File: src/inc/diag_pkg.sv
// =====================================================================
// Shared constants of the diagnostic record.
// =====================================================================
package diag_pkg;

   // ==================================================================
   // Access path keys.
   // ==================================================================
   localparam logic [7:0] REC_SET_FULL = 8'h01;
   localparam logic [7:0] REC_SET_SHORT = 8'h00;
   localparam logic [15:0] OBJ_IDX_FULL = 16'h2F01;
   localparam logic [15:0] OBJ_IDX_SHORT = 16'h2F00;
   localparam logic [15:0] OBJ_IDX_FIELDS = 16'h5005;
   localparam logic [7:0] SUBIDX_FIRST = 8'h02;
   localparam logic [7:0] SUBIDX_LAST_BYTE = 8'h11;
   localparam logic [7:0] SUBIDX_TIMESTAMP = 8'h13;

   // ==================================================================
   // Byte offsets inside the record.
   // ==================================================================
   localparam logic [4:0] OFS_SUMMARY = 5'h00;
   localparam logic [4:0] OFS_CLASS = 5'h01;
   localparam logic [4:0] OFS_SPARE = 5'h02;
   localparam logic [4:0] OFS_INTERNAL = 5'h03;
   localparam logic [4:0] OFS_KIND = 5'h04;
   localparam logic [4:0] OFS_BITS = 5'h05;
   localparam logic [4:0] OFS_COUNT = 5'h06;
   localparam logic [4:0] OFS_GROUP = 5'h07;
   localparam logic [4:0] OFS_CH0 = 5'h08;
   localparam logic [4:0] OFS_TIMESTAMP = 5'h10;
   localparam logic [4:0] REC_LEN_FULL = 5'h14;
   localparam logic [4:0] REC_LEN_SHORT = 5'h04;
   localparam int MAX_CH_SLOTS = 8;

   // ==================================================================
   // Field positions and reset values.
   // ==================================================================
   localparam logic [3:0] CLASS_ANALOG = 4'h5;
   localparam int CLASS_CHINFO_BIT = 4;
   localparam logic [7:0] RST_CLASS = 8'h15;
   localparam logic [7:0] RST_BYTE = 8'h00;
   localparam logic [7:0] BITS_PER_CH = 8'h08;
   localparam int INT_BUF_OVF_BIT = 3;
   localparam int INT_COMM_ERR_BIT = 4;
   localparam int FLT_PARAM_BIT = 0;
   localparam int FLT_WIRE_BIT = 4;
   localparam int FLT_UNDER_BIT = 6;
   localparam int FLT_OVER_BIT = 7;
   localparam int SUM_ANY_BIT = 0;
   localparam int SUM_INT_BIT = 1;
   localparam int SUM_CH_BIT = 2;
   localparam logic [31:0] RST_TIMESTAMP = 32'h0000_0000;

   // ==================================================================
   // Timing.
   // ==================================================================
   localparam int US_NS = 1000;
   localparam int CLK_PERIOD_NS = 10;
   localparam int TICK_CYCLES = US_NS / CLK_PERIOD_NS;

   // Channel type codes in the low seven bits.
   typedef enum logic [6:0] {
      KIND_DIGITAL_IN = 7'h70,
      KIND_ANALOG_IN = 7'h71,
      KIND_DIGITAL_OUT = 7'h72,
      KIND_ANALOG_OUT = 7'h73,
      KIND_ANALOG_INOUT = 7'h74,
      KIND_COUNTER = 7'h76
   } channel_kind_e;

   // Access path selector, Gray coded.
   typedef enum logic [1:0] {
      PATH_RECORD_SET = 2'h0,
      PATH_OBJECT_INDEX = 2'h1,
      PATH_SUBINDEX = 2'h3
   } access_path_e;

   // Answer state machine.
   typedef enum logic [1:0] {
      RSP_IDLE = 2'h0,
      RSP_SEND = 2'h1
   } rsp_state_e;

endpackage

File: src/core/analog_input_diag_record.sv
`timescale 1ns/10ps
// =====================================================================
// Diagnostic record of a two channel analog input module.
// =====================================================================

// Contract
// No interrupt; faults only polled.
// Fault lights channel indicator and records.
// Record set 01h full, 00h four bytes.
// Index 2F01h full, 2F00h four bytes.
// Index 5005h, subindex 02h to 13h.
// Class byte 15h: analog, channel info.
// Internal byte: bit3 overflow, bit4 comm.
// Channel kind reads 71h.
// Diagnostic bits per channel read 08h.
// Channel count reads 02h.
// Group byte bits 0,1 per group.
// Channel bits 0,4,6,7 per fault.
// Microsecond counter starts zero, ticks.
// Counter wraps after all ones.
// Timestamp captures counter at event.
// Reserved reads zero; writes ignored.
module analog_input_diag_record
#(
   parameter int CHANNELS = 2,
   parameter int TICK_DIV = diag_pkg::TICK_CYCLES
)
(
   // Clock and reset.
   input wire logic clk_i,
   input wire logic rst_b_i,
   // Channel fault pins from the analog front end.
   input wire logic [CHANNELS-1:0] ch_param_err_i,
   input wire logic [CHANNELS-1:0] ch_wire_break_i,
   input wire logic [CHANNELS-1:0] ch_underflow_i,
   input wire logic [CHANNELS-1:0] ch_overflow_i,
   // Internal fault levels from logic on this clock.
   input wire logic diag_buf_ovf_i,
   input wire logic comm_err_i,
   // Read request from the backplane side.
   input wire logic rd_req_i,
   input wire diag_pkg::access_path_e path_i,
   input wire logic [7:0] record_set_number_i,
   input wire logic [15:0] object_index_i,
   input wire logic [7:0] object_subindex_i,
   input wire logic [4:0] byte_sel_i,
   // Read answer.
   output logic rsp_valid_o,
   output logic rsp_error_o,
   output logic [7:0] rsp_data_o,
   // Channel fault indicators.
   output logic [CHANNELS-1:0] fault_led_o
);
   import diag_pkg::*;

   // ==================================================================
   // Elaboration checks.
   // ==================================================================

   // The group byte holds two groups, one channel per group.
   initial
   begin
      if (CHANNELS < 1 || CHANNELS > 2)
         $error("analog_input_diag_record: CHANNELS must be 1 or 2.");
      if (TICK_DIV < 1)
         $error("analog_input_diag_record: TICK_DIV must be positive.");
   end

   // ==================================================================
   // Reset release.
   // ==================================================================

   logic rst_meta_b; // First release stage.
   logic rst_sync_b; // Released reset used by the design.

   // Assert at once, release after two clock edges.
   always_ff @(posedge clk_i or negedge rst_b_i)
   begin
      if (!rst_b_i)
      begin
         rst_meta_b <= 1'b0;
         rst_sync_b <= 1'b0;
      end
      else
      begin
         rst_meta_b <= 1'b1;
         rst_sync_b <= rst_meta_b;
      end
   end

   // ==================================================================
   // Microsecond counter.
   // ==================================================================

   logic [31:0] us_count; // Running microsecond count.

   // the ticker restarts from zero at reset.
   us_ticker
   #(
      .DIVIDE(TICK_DIV)
   )
   u_ticker
   (
      .clk_i(clk_i),
      .rst_b_i(rst_sync_b),
      .count_o(us_count)
   );

   // ==================================================================
   // Channel fault bytes.
   // ==================================================================

   logic [7:0] ch_fault [CHANNELS]; // Live per channel fault bytes.
   logic [CHANNELS-1:0] ch_any; // Channel has any fault.

   // Synchronise each channel's pins and lay out its fault byte.
   for (genvar c = 0; c < CHANNELS; c++)
   begin : g_chan
      logic [3:0] pins; // Raw pins of this channel.
      logic [3:0] lvl; // Filtered levels of this channel.
      logic [7:0] fbyte; // Assembled fault byte.

      assign pins = {ch_overflow_i[c], ch_underflow_i[c],
                     ch_wire_break_i[c], ch_param_err_i[c]};

      pin_sync
      #(
         .WIDTH(4)
      )
      u_sync
      (
         .clk_i(clk_i),
         .rst_b_i(rst_sync_b),
         .async_i(pins),
         .level_o(lvl)
      );

      // place each fault at its own bit, reserved bits zero.
      always_comb
      begin
         fbyte = RST_BYTE;
         fbyte[FLT_PARAM_BIT] = lvl[0];
         fbyte[FLT_WIRE_BIT] = lvl[1];
         fbyte[FLT_UNDER_BIT] = lvl[2];
         fbyte[FLT_OVER_BIT] = lvl[3];
      end

      assign ch_fault[c] = fbyte;
      assign ch_any[c] = |fbyte;
   end

   // ==================================================================
   // Module level bytes.
   // ==================================================================

   logic [7:0] internal_fault_flags; // Internal fault byte.
   logic [7:0] channel_group_faults; // Group fault byte.
   logic [7:0] diag_summary; // Summary byte.
   logic [7:0] module_class_info; // Class byte.
   logic [7:0] channel_kind; // Channel type byte.
   logic [7:0] channel_count; // Channel count byte.
   logic [7:0] spare_byte; // Reserved byte.

   // only bits 3 and 4 carry internal faults.
   always_comb
   begin
      internal_fault_flags = RST_BYTE;
      internal_fault_flags[INT_BUF_OVF_BIT] = diag_buf_ovf_i;
      internal_fault_flags[INT_COMM_ERR_BIT] = comm_err_i;
   end

   // one bit per group, reserved bits zero.
   always_comb
   begin
      channel_group_faults = RST_BYTE;
      channel_group_faults[CHANNELS-1:0] = ch_any;
   end

   // Summary flags any fault, internal fault and channel fault.
   always_comb
   begin
      diag_summary = RST_BYTE;
      diag_summary[SUM_INT_BIT] = |internal_fault_flags;
      diag_summary[SUM_CH_BIT] = |ch_any;
      diag_summary[SUM_ANY_BIT] = (|internal_fault_flags) | (|ch_any);
   end

   // analog class code with the channel information flag.
   always_comb
   begin
      module_class_info = RST_BYTE;
      module_class_info[3:0] = CLASS_ANALOG;
      module_class_info[CLASS_CHINFO_BIT] = 1'b1;
   end

   // analog input code in bits 6 to 0, bit 7 reserved.
   assign channel_kind = {1'b0, KIND_ANALOG_IN};

   // count follows the channel parameter.
   assign channel_count = 8'(CHANNELS);

   // reserved byte is constant zero.
   assign spare_byte = RST_BYTE;

   // ==================================================================
   // Event detection and timestamp.
   // ==================================================================

   logic [7:0] prev_int; // Internal byte one cycle ago.
   logic [7:0] prev_ch [CHANNELS]; // Channel bytes one cycle ago.
   logic [CHANNELS-1:0] ch_new; // A channel bit has just been set.
   logic fault_event; // Some fault bit has just been set.
   logic [31:0] fault_timestamp_us; // Count at the last event.

   for (genvar c = 0; c < CHANNELS; c++)
   begin : g_edge
      assign ch_new[c] = |(ch_fault[c] & ~prev_ch[c]);
   end

   assign fault_event = (|ch_new) | (|(internal_fault_flags & ~prev_int));

   // Remember the previous fault bytes to spot newly set bits.
   always_ff @(posedge clk_i or negedge rst_sync_b)
   begin
      if (!rst_sync_b)
      begin
         prev_int <= RST_BYTE;
         for (int c = 0; c < CHANNELS; c++) prev_ch[c] <= RST_BYTE;
      end
      else
      begin
         prev_int <= internal_fault_flags;
         for (int c = 0; c < CHANNELS; c++) prev_ch[c] <= ch_fault[c];
      end
   end

   // capture the running count when a fault is recorded.
   always_ff @(posedge clk_i or negedge rst_sync_b)
   begin
      if (!rst_sync_b) fault_timestamp_us <= RST_TIMESTAMP;
      else if (fault_event) fault_timestamp_us <= us_count;
   end

   // ==================================================================
   // Fault indicators.
   // ==================================================================

   // light the indicator while its channel has a fault.
   always_ff @(posedge clk_i or negedge rst_sync_b)
   begin
      if (!rst_sync_b) fault_led_o <= '0;
      else fault_led_o <= ch_any;
   end

   // ==================================================================
   // Record image.
   // ==================================================================

   logic [7:0] record [REC_LEN_FULL]; // Byte image of the record.

   assign record[OFS_SUMMARY] = diag_summary;
   assign record[OFS_CLASS] = module_class_info;
   assign record[OFS_SPARE] = spare_byte;
   assign record[OFS_INTERNAL] = internal_fault_flags;
   assign record[OFS_KIND] = channel_kind;
   // fixed count of diagnostic bits.
   assign record[OFS_BITS] = BITS_PER_CH;
   assign record[OFS_COUNT] = channel_count;
   assign record[OFS_GROUP] = channel_group_faults;

   // slots beyond the fitted channels read zero.
   for (genvar s = 0; s < MAX_CH_SLOTS; s++)
   begin : g_slot
      if (s < CHANNELS)
      begin : g_used
         assign record[OFS_CH0 + 5'(s)] = ch_fault[s];
      end
      else
      begin : g_free
         assign record[OFS_CH0 + 5'(s)] = RST_BYTE;
      end
   end

   // Timestamp bytes, least significant byte first.
   for (genvar b = 0; b < 4; b++)
   begin : g_ts
      assign record[OFS_TIMESTAMP + 5'(b)] = fault_timestamp_us[8*b +: 8];
   end

   // ==================================================================
   // Address decoding.
   // ==================================================================

   logic full_len_ok; // Byte lies within the full record.
   logic short_len_ok; // Byte lies within the first four bytes.
   logic rs_hit; // Record set path resolves.
   logic oi_hit; // Object index path resolves.
   logic sub_byte; // Subindex names a one byte field.
   logic sub_ts; // Subindex names the timestamp.
   logic sub_hit; // Subindex path resolves.
   logic [4:0] sub_ofs; // Record offset chosen by subindex.
   logic [4:0] sel_ofs; // Record offset finally chosen.
   logic sel_hit; // Request resolves to a record byte.

   assign full_len_ok = (byte_sel_i < REC_LEN_FULL);
   assign short_len_ok = (byte_sel_i < REC_LEN_SHORT);

   // full record or its first four bytes by record set number.
   assign rs_hit = (record_set_number_i == REC_SET_FULL && full_len_ok)
                || (record_set_number_i == REC_SET_SHORT && short_len_ok);

   // full record or its first four bytes by object index.
   assign oi_hit = (object_index_i == OBJ_IDX_FULL && full_len_ok)
                || (object_index_i == OBJ_IDX_SHORT && short_len_ok);

   // one field per subindex, the timestamp has four bytes.
   assign sub_byte = (object_subindex_i >= SUBIDX_FIRST)
                  && (object_subindex_i <= SUBIDX_LAST_BYTE)
                  && (byte_sel_i == OFS_SUMMARY);
   assign sub_ts = (object_subindex_i == SUBIDX_TIMESTAMP)
                && short_len_ok;
   assign sub_hit = (object_index_i == OBJ_IDX_FIELDS)
                 && (sub_byte || sub_ts);
   assign sub_ofs = sub_ts ? (OFS_TIMESTAMP + byte_sel_i)
                           : 5'(object_subindex_i - SUBIDX_FIRST);

   // Path selection, one decode at a time.
   always_comb
   begin
      if (path_i == PATH_RECORD_SET)
      begin
         sel_hit = rs_hit;
         sel_ofs = byte_sel_i;
      end
      else if (path_i == PATH_OBJECT_INDEX)
      begin
         sel_hit = oi_hit;
         sel_ofs = byte_sel_i;
      end
      else if (path_i == PATH_SUBINDEX)
      begin
         sel_hit = sub_hit;
         sel_ofs = sub_ofs;
      end
      else
      begin
         sel_hit = 1'b0;
         sel_ofs = OFS_SUMMARY;
      end
   end

   // ==================================================================
   // Answer.
   // ==================================================================

   rsp_state_e rsp_state; // Answer state.
   rsp_state_e next_rsp_state; // Next answer state.
   logic [7:0] next_data; // Byte to be answered.

   // unresolved requests answer zero with an error flag.
   assign next_data = sel_hit ? record[sel_ofs] : RST_BYTE;

   // A request is answered on the following cycle.
   always_comb
   begin
      case (rsp_state)
         RSP_IDLE: next_rsp_state = rd_req_i ? RSP_SEND : RSP_IDLE;
         RSP_SEND: next_rsp_state = rd_req_i ? RSP_SEND : RSP_IDLE;
         default: next_rsp_state = RSP_IDLE;
      endcase
   end

   // no interrupt; faults leave the block only by the answer path and the fault indicators.
   always_ff @(posedge clk_i or negedge rst_sync_b)
   begin
      if (!rst_sync_b)
      begin
         rsp_state <= RSP_IDLE;
         rsp_data_o <= RST_BYTE;
         rsp_error_o <= 1'b0;
      end
      else
      begin
         rsp_state <= next_rsp_state;
         if (rd_req_i)
         begin
            rsp_data_o <= next_data;
            rsp_error_o <= ~sel_hit;
         end
      end
   end

   assign rsp_valid_o = (rsp_state == RSP_SEND);

endmodule // analog_input_diag_record

File: src/core/pin_sync.sv
`timescale 1ns/10ps
// =====================================================================
// Three-stage synchroniser that accepts a change once stages agree.
// =====================================================================
module pin_sync
#(
   parameter int WIDTH = 4
)
(
   // Clock and reset.
   input wire logic clk_i,
   input wire logic rst_b_i,
   // Asynchronous level in, filtered level out.
   input wire logic [WIDTH-1:0] async_i,
   output logic [WIDTH-1:0] level_o
);

   initial
   begin
      if (WIDTH < 1) $error("pin_sync: WIDTH must be at least one.");
   end

   logic [WIDTH-1:0] stage1; // First stage, read only by stage2.
   logic [WIDTH-1:0] stage2; // Second stage.
   logic [WIDTH-1:0] stage3; // Third stage.
   logic [WIDTH-1:0] agree; // Bits where stages two and three match.

   assign agree = ~(stage2 ^ stage3);

   // Shift the chain and take each bit once its late stages agree.
   always_ff @(posedge clk_i or negedge rst_b_i)
   begin
      if (!rst_b_i)
      begin
         stage1 <= '0;
         stage2 <= '0;
         stage3 <= '0;
         level_o <= '0;
      end
      else
      begin
         stage1 <= async_i;
         stage2 <= stage1;
         stage3 <= stage2;
         level_o <= (stage3 & agree) | (level_o & ~agree);
      end
   end

endmodule // pin_sync

File: src/core/us_ticker.sv
`timescale 1ns/10ps
// =====================================================================
// Free running microsecond counter.
// =====================================================================
module us_ticker
#(
   parameter int DIVIDE = diag_pkg::TICK_CYCLES
)
(
   // Clock and reset.
   input wire logic clk_i,
   input wire logic rst_b_i,
   // Current count in microseconds.
   output logic [31:0] count_o
);
   import diag_pkg::*;

   initial
   begin
      if (DIVIDE < 1) $error("us_ticker: DIVIDE must be at least one.");
   end

   localparam int PW = (DIVIDE > 1) ? $clog2(DIVIDE) : 1;
   localparam logic [PW-1:0] PRE_LAST = PW'(DIVIDE - 1);

   logic [PW-1:0] prescale; // Cycles within the current microsecond.
   logic tick; // One cycle per microsecond.

   assign tick = (prescale == PRE_LAST);

   // start at zero, step each microsecond.
   always_ff @(posedge clk_i or negedge rst_b_i)
   begin
      if (!rst_b_i)
      begin
         prescale <= '0;
         count_o <= RST_TIMESTAMP;
      end
      else
      begin
         prescale <= tick ? '0 : prescale + PW'(1);
         // natural wrap past all ones.
         if (tick) count_o <= count_o + 32'h0000_0001;
      end
   end

endmodule // us_ticker

File: config.mk
export PLATFORM = sky130hd
export DESIGN_NAME = analog_input_diag_record
export DESIGN_NICKNAME = d
export VERILOG_FILES = /design/src/inc/diag_pkg.sv /design/src/core/analog_input_diag_record.sv /design/src/core/pin_sync.sv /design/src/core/us_ticker.sv
export SDC_FILE = /design/constraint.sdc
export NUM_CORES = 1
export LEC_CHECK = 0
export BUFFER_PORTS_ARGS = -buffer_cell sky130_fd_sc_hd__buf_2
export CAP_MARGIN = 5
export CORE_MARGIN = 2
export CORE_UTILIZATION = 58
export DETAILED_ROUTE_END_ITERATION = 8
export PLACE_DENSITY = 0.8
export RECOVER_POWER = 100
export SYNTH_ARGS = -nofsm -noshare
export SYNTH_HDL_FRONTEND = slang
export SYNTH_SLANG_ARGS = --single-unit
File: constraint.sdc
create_clock -name clk_i -period 12 [get_ports clk_i]
set_input_delay 2.4 -clock clk_i [delete_from_list [all_inputs] [get_ports clk_i]]
set_output_delay 2.4 -clock clk_i [all_outputs]
set_load 0.02 [all_outputs]
==> flow_metrics.env <==
export IMPL_crit_slowest_cell="o221ai_1"
export IMPL_p_clk_share_pct=50.4
export IMPL_yosysMostFrequentCell="dfrtp_1"
export IMPL_cts_hold_buffers=0
export IMPL_grt_overflow_total=0
export IMPL_io_pins=64
export IMPL_drc=0
export IMPL_p_switching_uw=241.9
export IMPL_status="complete, but fails checks"
export IMPL_cp_buffers_inverters=1
export IMPL_cp_start_kind="primary input"
export IMPL_finalWorstSetupSlack_ns=6.234
export IMPL_die_w_um=101.7
export IMPL_worstPathRequired_ns=12.37
export IMPL_holdWs_ns=0.3504
export IMPL_crit_chain="clkbuf_1 -> nor4_1 -> nand4_2 -> o221ai_1 -> nor2_1 -> a32oi_1 -> o22ai_1"
export IMPL_slew_viol_final=188
export IMPL_nets=576
export IMPL_grt_usage_pct=24.97
export IMPL_grt_pass1_wl_mm=19.42
export IMPL_syn_inst=447
export IMPL_grt_pass1_vias=3943
export IMPL_holdCritPathClass="reg -> reg"
export IMPL_met1_usage_pct=30.90
export IMPL_finalSetupTns_ns=0
export IMPL_synthTopCellsByArea="dfrtp_1 57%, mux2_2 6.5%, xnor2_1 4.4%"
export IMPL_viasPerCell=5.783
export IMPL_fin_skew_ns=0.006586
export IMPL_dp_slack_ns=7.266
export IMPL_p_int_uw=781.4
export IMPL_period_share_pct=48.05
export IMPL_clk_pin_slew_ns=0.06
export IMPL_drt_iter0_markers=214
export IMPL_grt_max_degree=81
export IMPL_netlist_area_leader_share_pct=57.41
export IMPL_met2_usage_pct=41.14
export IMPL_hold_viol=0
export IMPL_wl_per_cell_um=17.65
export IMPL_h_tree_depth=4
export IMPL_core_sq_um=9240
export IMPL_grt_use_met3_pct=6.970
export IMPL_port_buffers=63
export IMPL_n_antenna_cell=0
export IMPL_seqPwrFrac_pct=43.8
export IMPL_yosysSeqAreaShare_pct=57.41
export IMPL_synth_top_area_cell="dfrtp_1"
export IMPL_cap_violations=4
export IMPL_design_area_sq_um=6455
export IMPL_yosysWarnings=0
export IMPL_drt_pass1_iterations=4
export IMPL_ys_ff_latch=127
export IMPL_num_rows=35
export IMPL_setup_viol=0
export IMPL_final_util_pct=69.86
export IMPL_dp_hpwl_mm=7.947
export IMPL_dieArea_sq_um=10340
export IMPL_timing_fmax_mhz=173.4
export IMPL_cts_root_buf="clkbuf_8"
export IMPL_clockBufferDepth=2
export IMPL_cts_tree="yes"
export IMPL_crit_family="compound AO/OA/AOI/OAI gates"
export IMPL_ys_flop_type="dfrtp_1"
export IMPL_cts_buffers_inserted=17
export IMPL_cts_setup_buffers=0
export IMPL_die_y_um=101.7
export IMPL_clk_latency_ns=0.52
export IMPL_start_util_pct=59.91
export IMPL_synth_avg_cell_area_sq_um=12.38
export IMPL_antenna_found_initial=0
export IMPL_violations="max-capacitance violations, max-slew violations"
export IMPL_async_flop_share_pct=100.0
export IMPL_crit_arrival_ns=6.13
export IMPL_area_growth_syn_to_layout_pct=16.61
export IMPL_end_kind="register"
export IMPL_max_stage_delay_ns=2.02
export IMPL_crit_type="in -> reg"
export IMPL_p_leak_uw=0.002995
export IMPL_ant_nets=0
export IMPL_rsz0062_at_grt="false"
export IMPL_cp_max_fo=25
export IMPL_drive_above_1_share_pct=23.41
export IMPL_syn_cell_area_sq_um=5535
export IMPL_combPwrFrac_pct=5.8
export IMPL_fin_crit_ns=5.766
export IMPL_syn_nets=502
export IMPL_placed_cell_area_sq_um=5964
export IMPL_grt_busiest_layer="met2"
export IMPL_worst_pin_slew_ns=4.070
export IMPL_slew_headroom_pct=-171.3
export IMPL_gp_congestion=0.8458
export IMPL_switching_share_pct=23.64
export IMPL_p_per_area_nw_per_um2=158.5
export IMPL_cts_sinks=127
export IMPL_synth_edf_count=0
export IMPL_vias=3834
export IMPL_ir_drop_uv=86.31
export IMPL_synth_cell_types=65
export IMPL_cts_resized=0
export IMPL_synth_common_cells="127 x dfrtp_1, 39 x nand2_1, 32 x mux2_2"
export IMPL_drt_wl_total_mm=11.70
[layout make-up]
type / count / area [sq um]
repair buffers: 66 / 309.0
clock buffers: 17 / 414.1
clock inverters: 15 / 186.4
multi-input cells: 285 / 2116
fillers: 646 / 2785
inverters: 24 / 90.09
flip-flops and latches: 127 / 3178
well taps: 129 / 161.4
[final timing paths]
path	depth (start not counted)	to	start	slack [ns]
min in group asynchronous	0	u_ticker.prescale[4]	rst_sync_b	0.75
max	7	rsp_data_o[6]	byte_sel_i[4]	6.23
min	0	g_chan[0].u_sync.stage2[1]	g_chan[0].u_sync.stage1[1]	0.35
max reg2reg	1	rsp_error_o	rst_sync_b	6.62
min reg2reg	0	g_chan[0].u_sync.stage2[1]	g_chan[0].u_sync.stage1[1]	0.35
max in group asynchronous	1	rsp_error_o	rst_sync_b	6.62
[through the flow]
stage / cells / power, uW
floorplan: 447 / 492.9
finish: 663 / 1023
detailed placement: 631 / 516.4
global placement: 631 / 514.3
CTS: 663 / 1034
global route: 663 / 1060
[power groups by stage]
stage	clock network, uW	logic [uW]	registers, uW
after floorplan	0	35.5	457
after global placement	0	59.3	455
after detailed placement	0	60.3	456
after CTS	525	60.6	449
after global routing	544	66.0	450
final	515	59.6	448
[per-layer routing]
metal,vias up,part of all wire (%),wire length [um]
li1,1747,-,-
met5,-,0,0
met1,1926,43,5074
met2,137,49,5725
met4,0,2.3,265
met3,24,5.4,634
[kinds of logic after synthesis]
family	synth area share, %
multiplexers	10.31
AO/OA/AOI/OAI	7.302
other	0.06775
adder cells (fa/ha/maj)	2.306
buffers and inverters	3.119
AND/OR/NAND/NOR	13.79
XOR/XNOR	5.696
flip-flops	57.41
[cell usage in the layout (no fill, tap or decap), drive strengths merged, types with 3 or more instances in the layout]
cell type	synthesis	routed
nand2	41	41
and2	3	3
nor2	24	24
mux2	32	32
a21oi	6	6
or4	3	3
maj3	9	9
and4	3	3
nor3	5	5
o22ai	8	8
bufinv	0	3
and3	10	10
ha	3	3
xnor2	28	28
clkbuf	2	36
mux2i	21	21
xor2	8	8
inv	24	27
clkinvlp	0	3
clkinv	0	6
nand4	10	10
o32ai	4	4
nand3	18	18
a32oi	5	5
dfrtp	127	127
buf	9	47
o21ai	9	9
nor4	7	7
[flip-flops by register name, indices dropped and copies added, names as in the netlist, named ones only]
signal and cells:
u_ticker.prescale 7, g_chan.u_sync.stage2 8, prev_ch 8, rsp_data_o 8
rst_meta_b 1, g_chan.u_sync.stage1 8, fault_timestamp_us 32, u_ticker.count_o 32
rsp_state 1, fault_led_o 2, rsp_error_o 1, rst_sync_b 1
prev_int 2, g_chan.u_sync.stage3 8
Note: power is estimated with default switching activity, not from simulation.
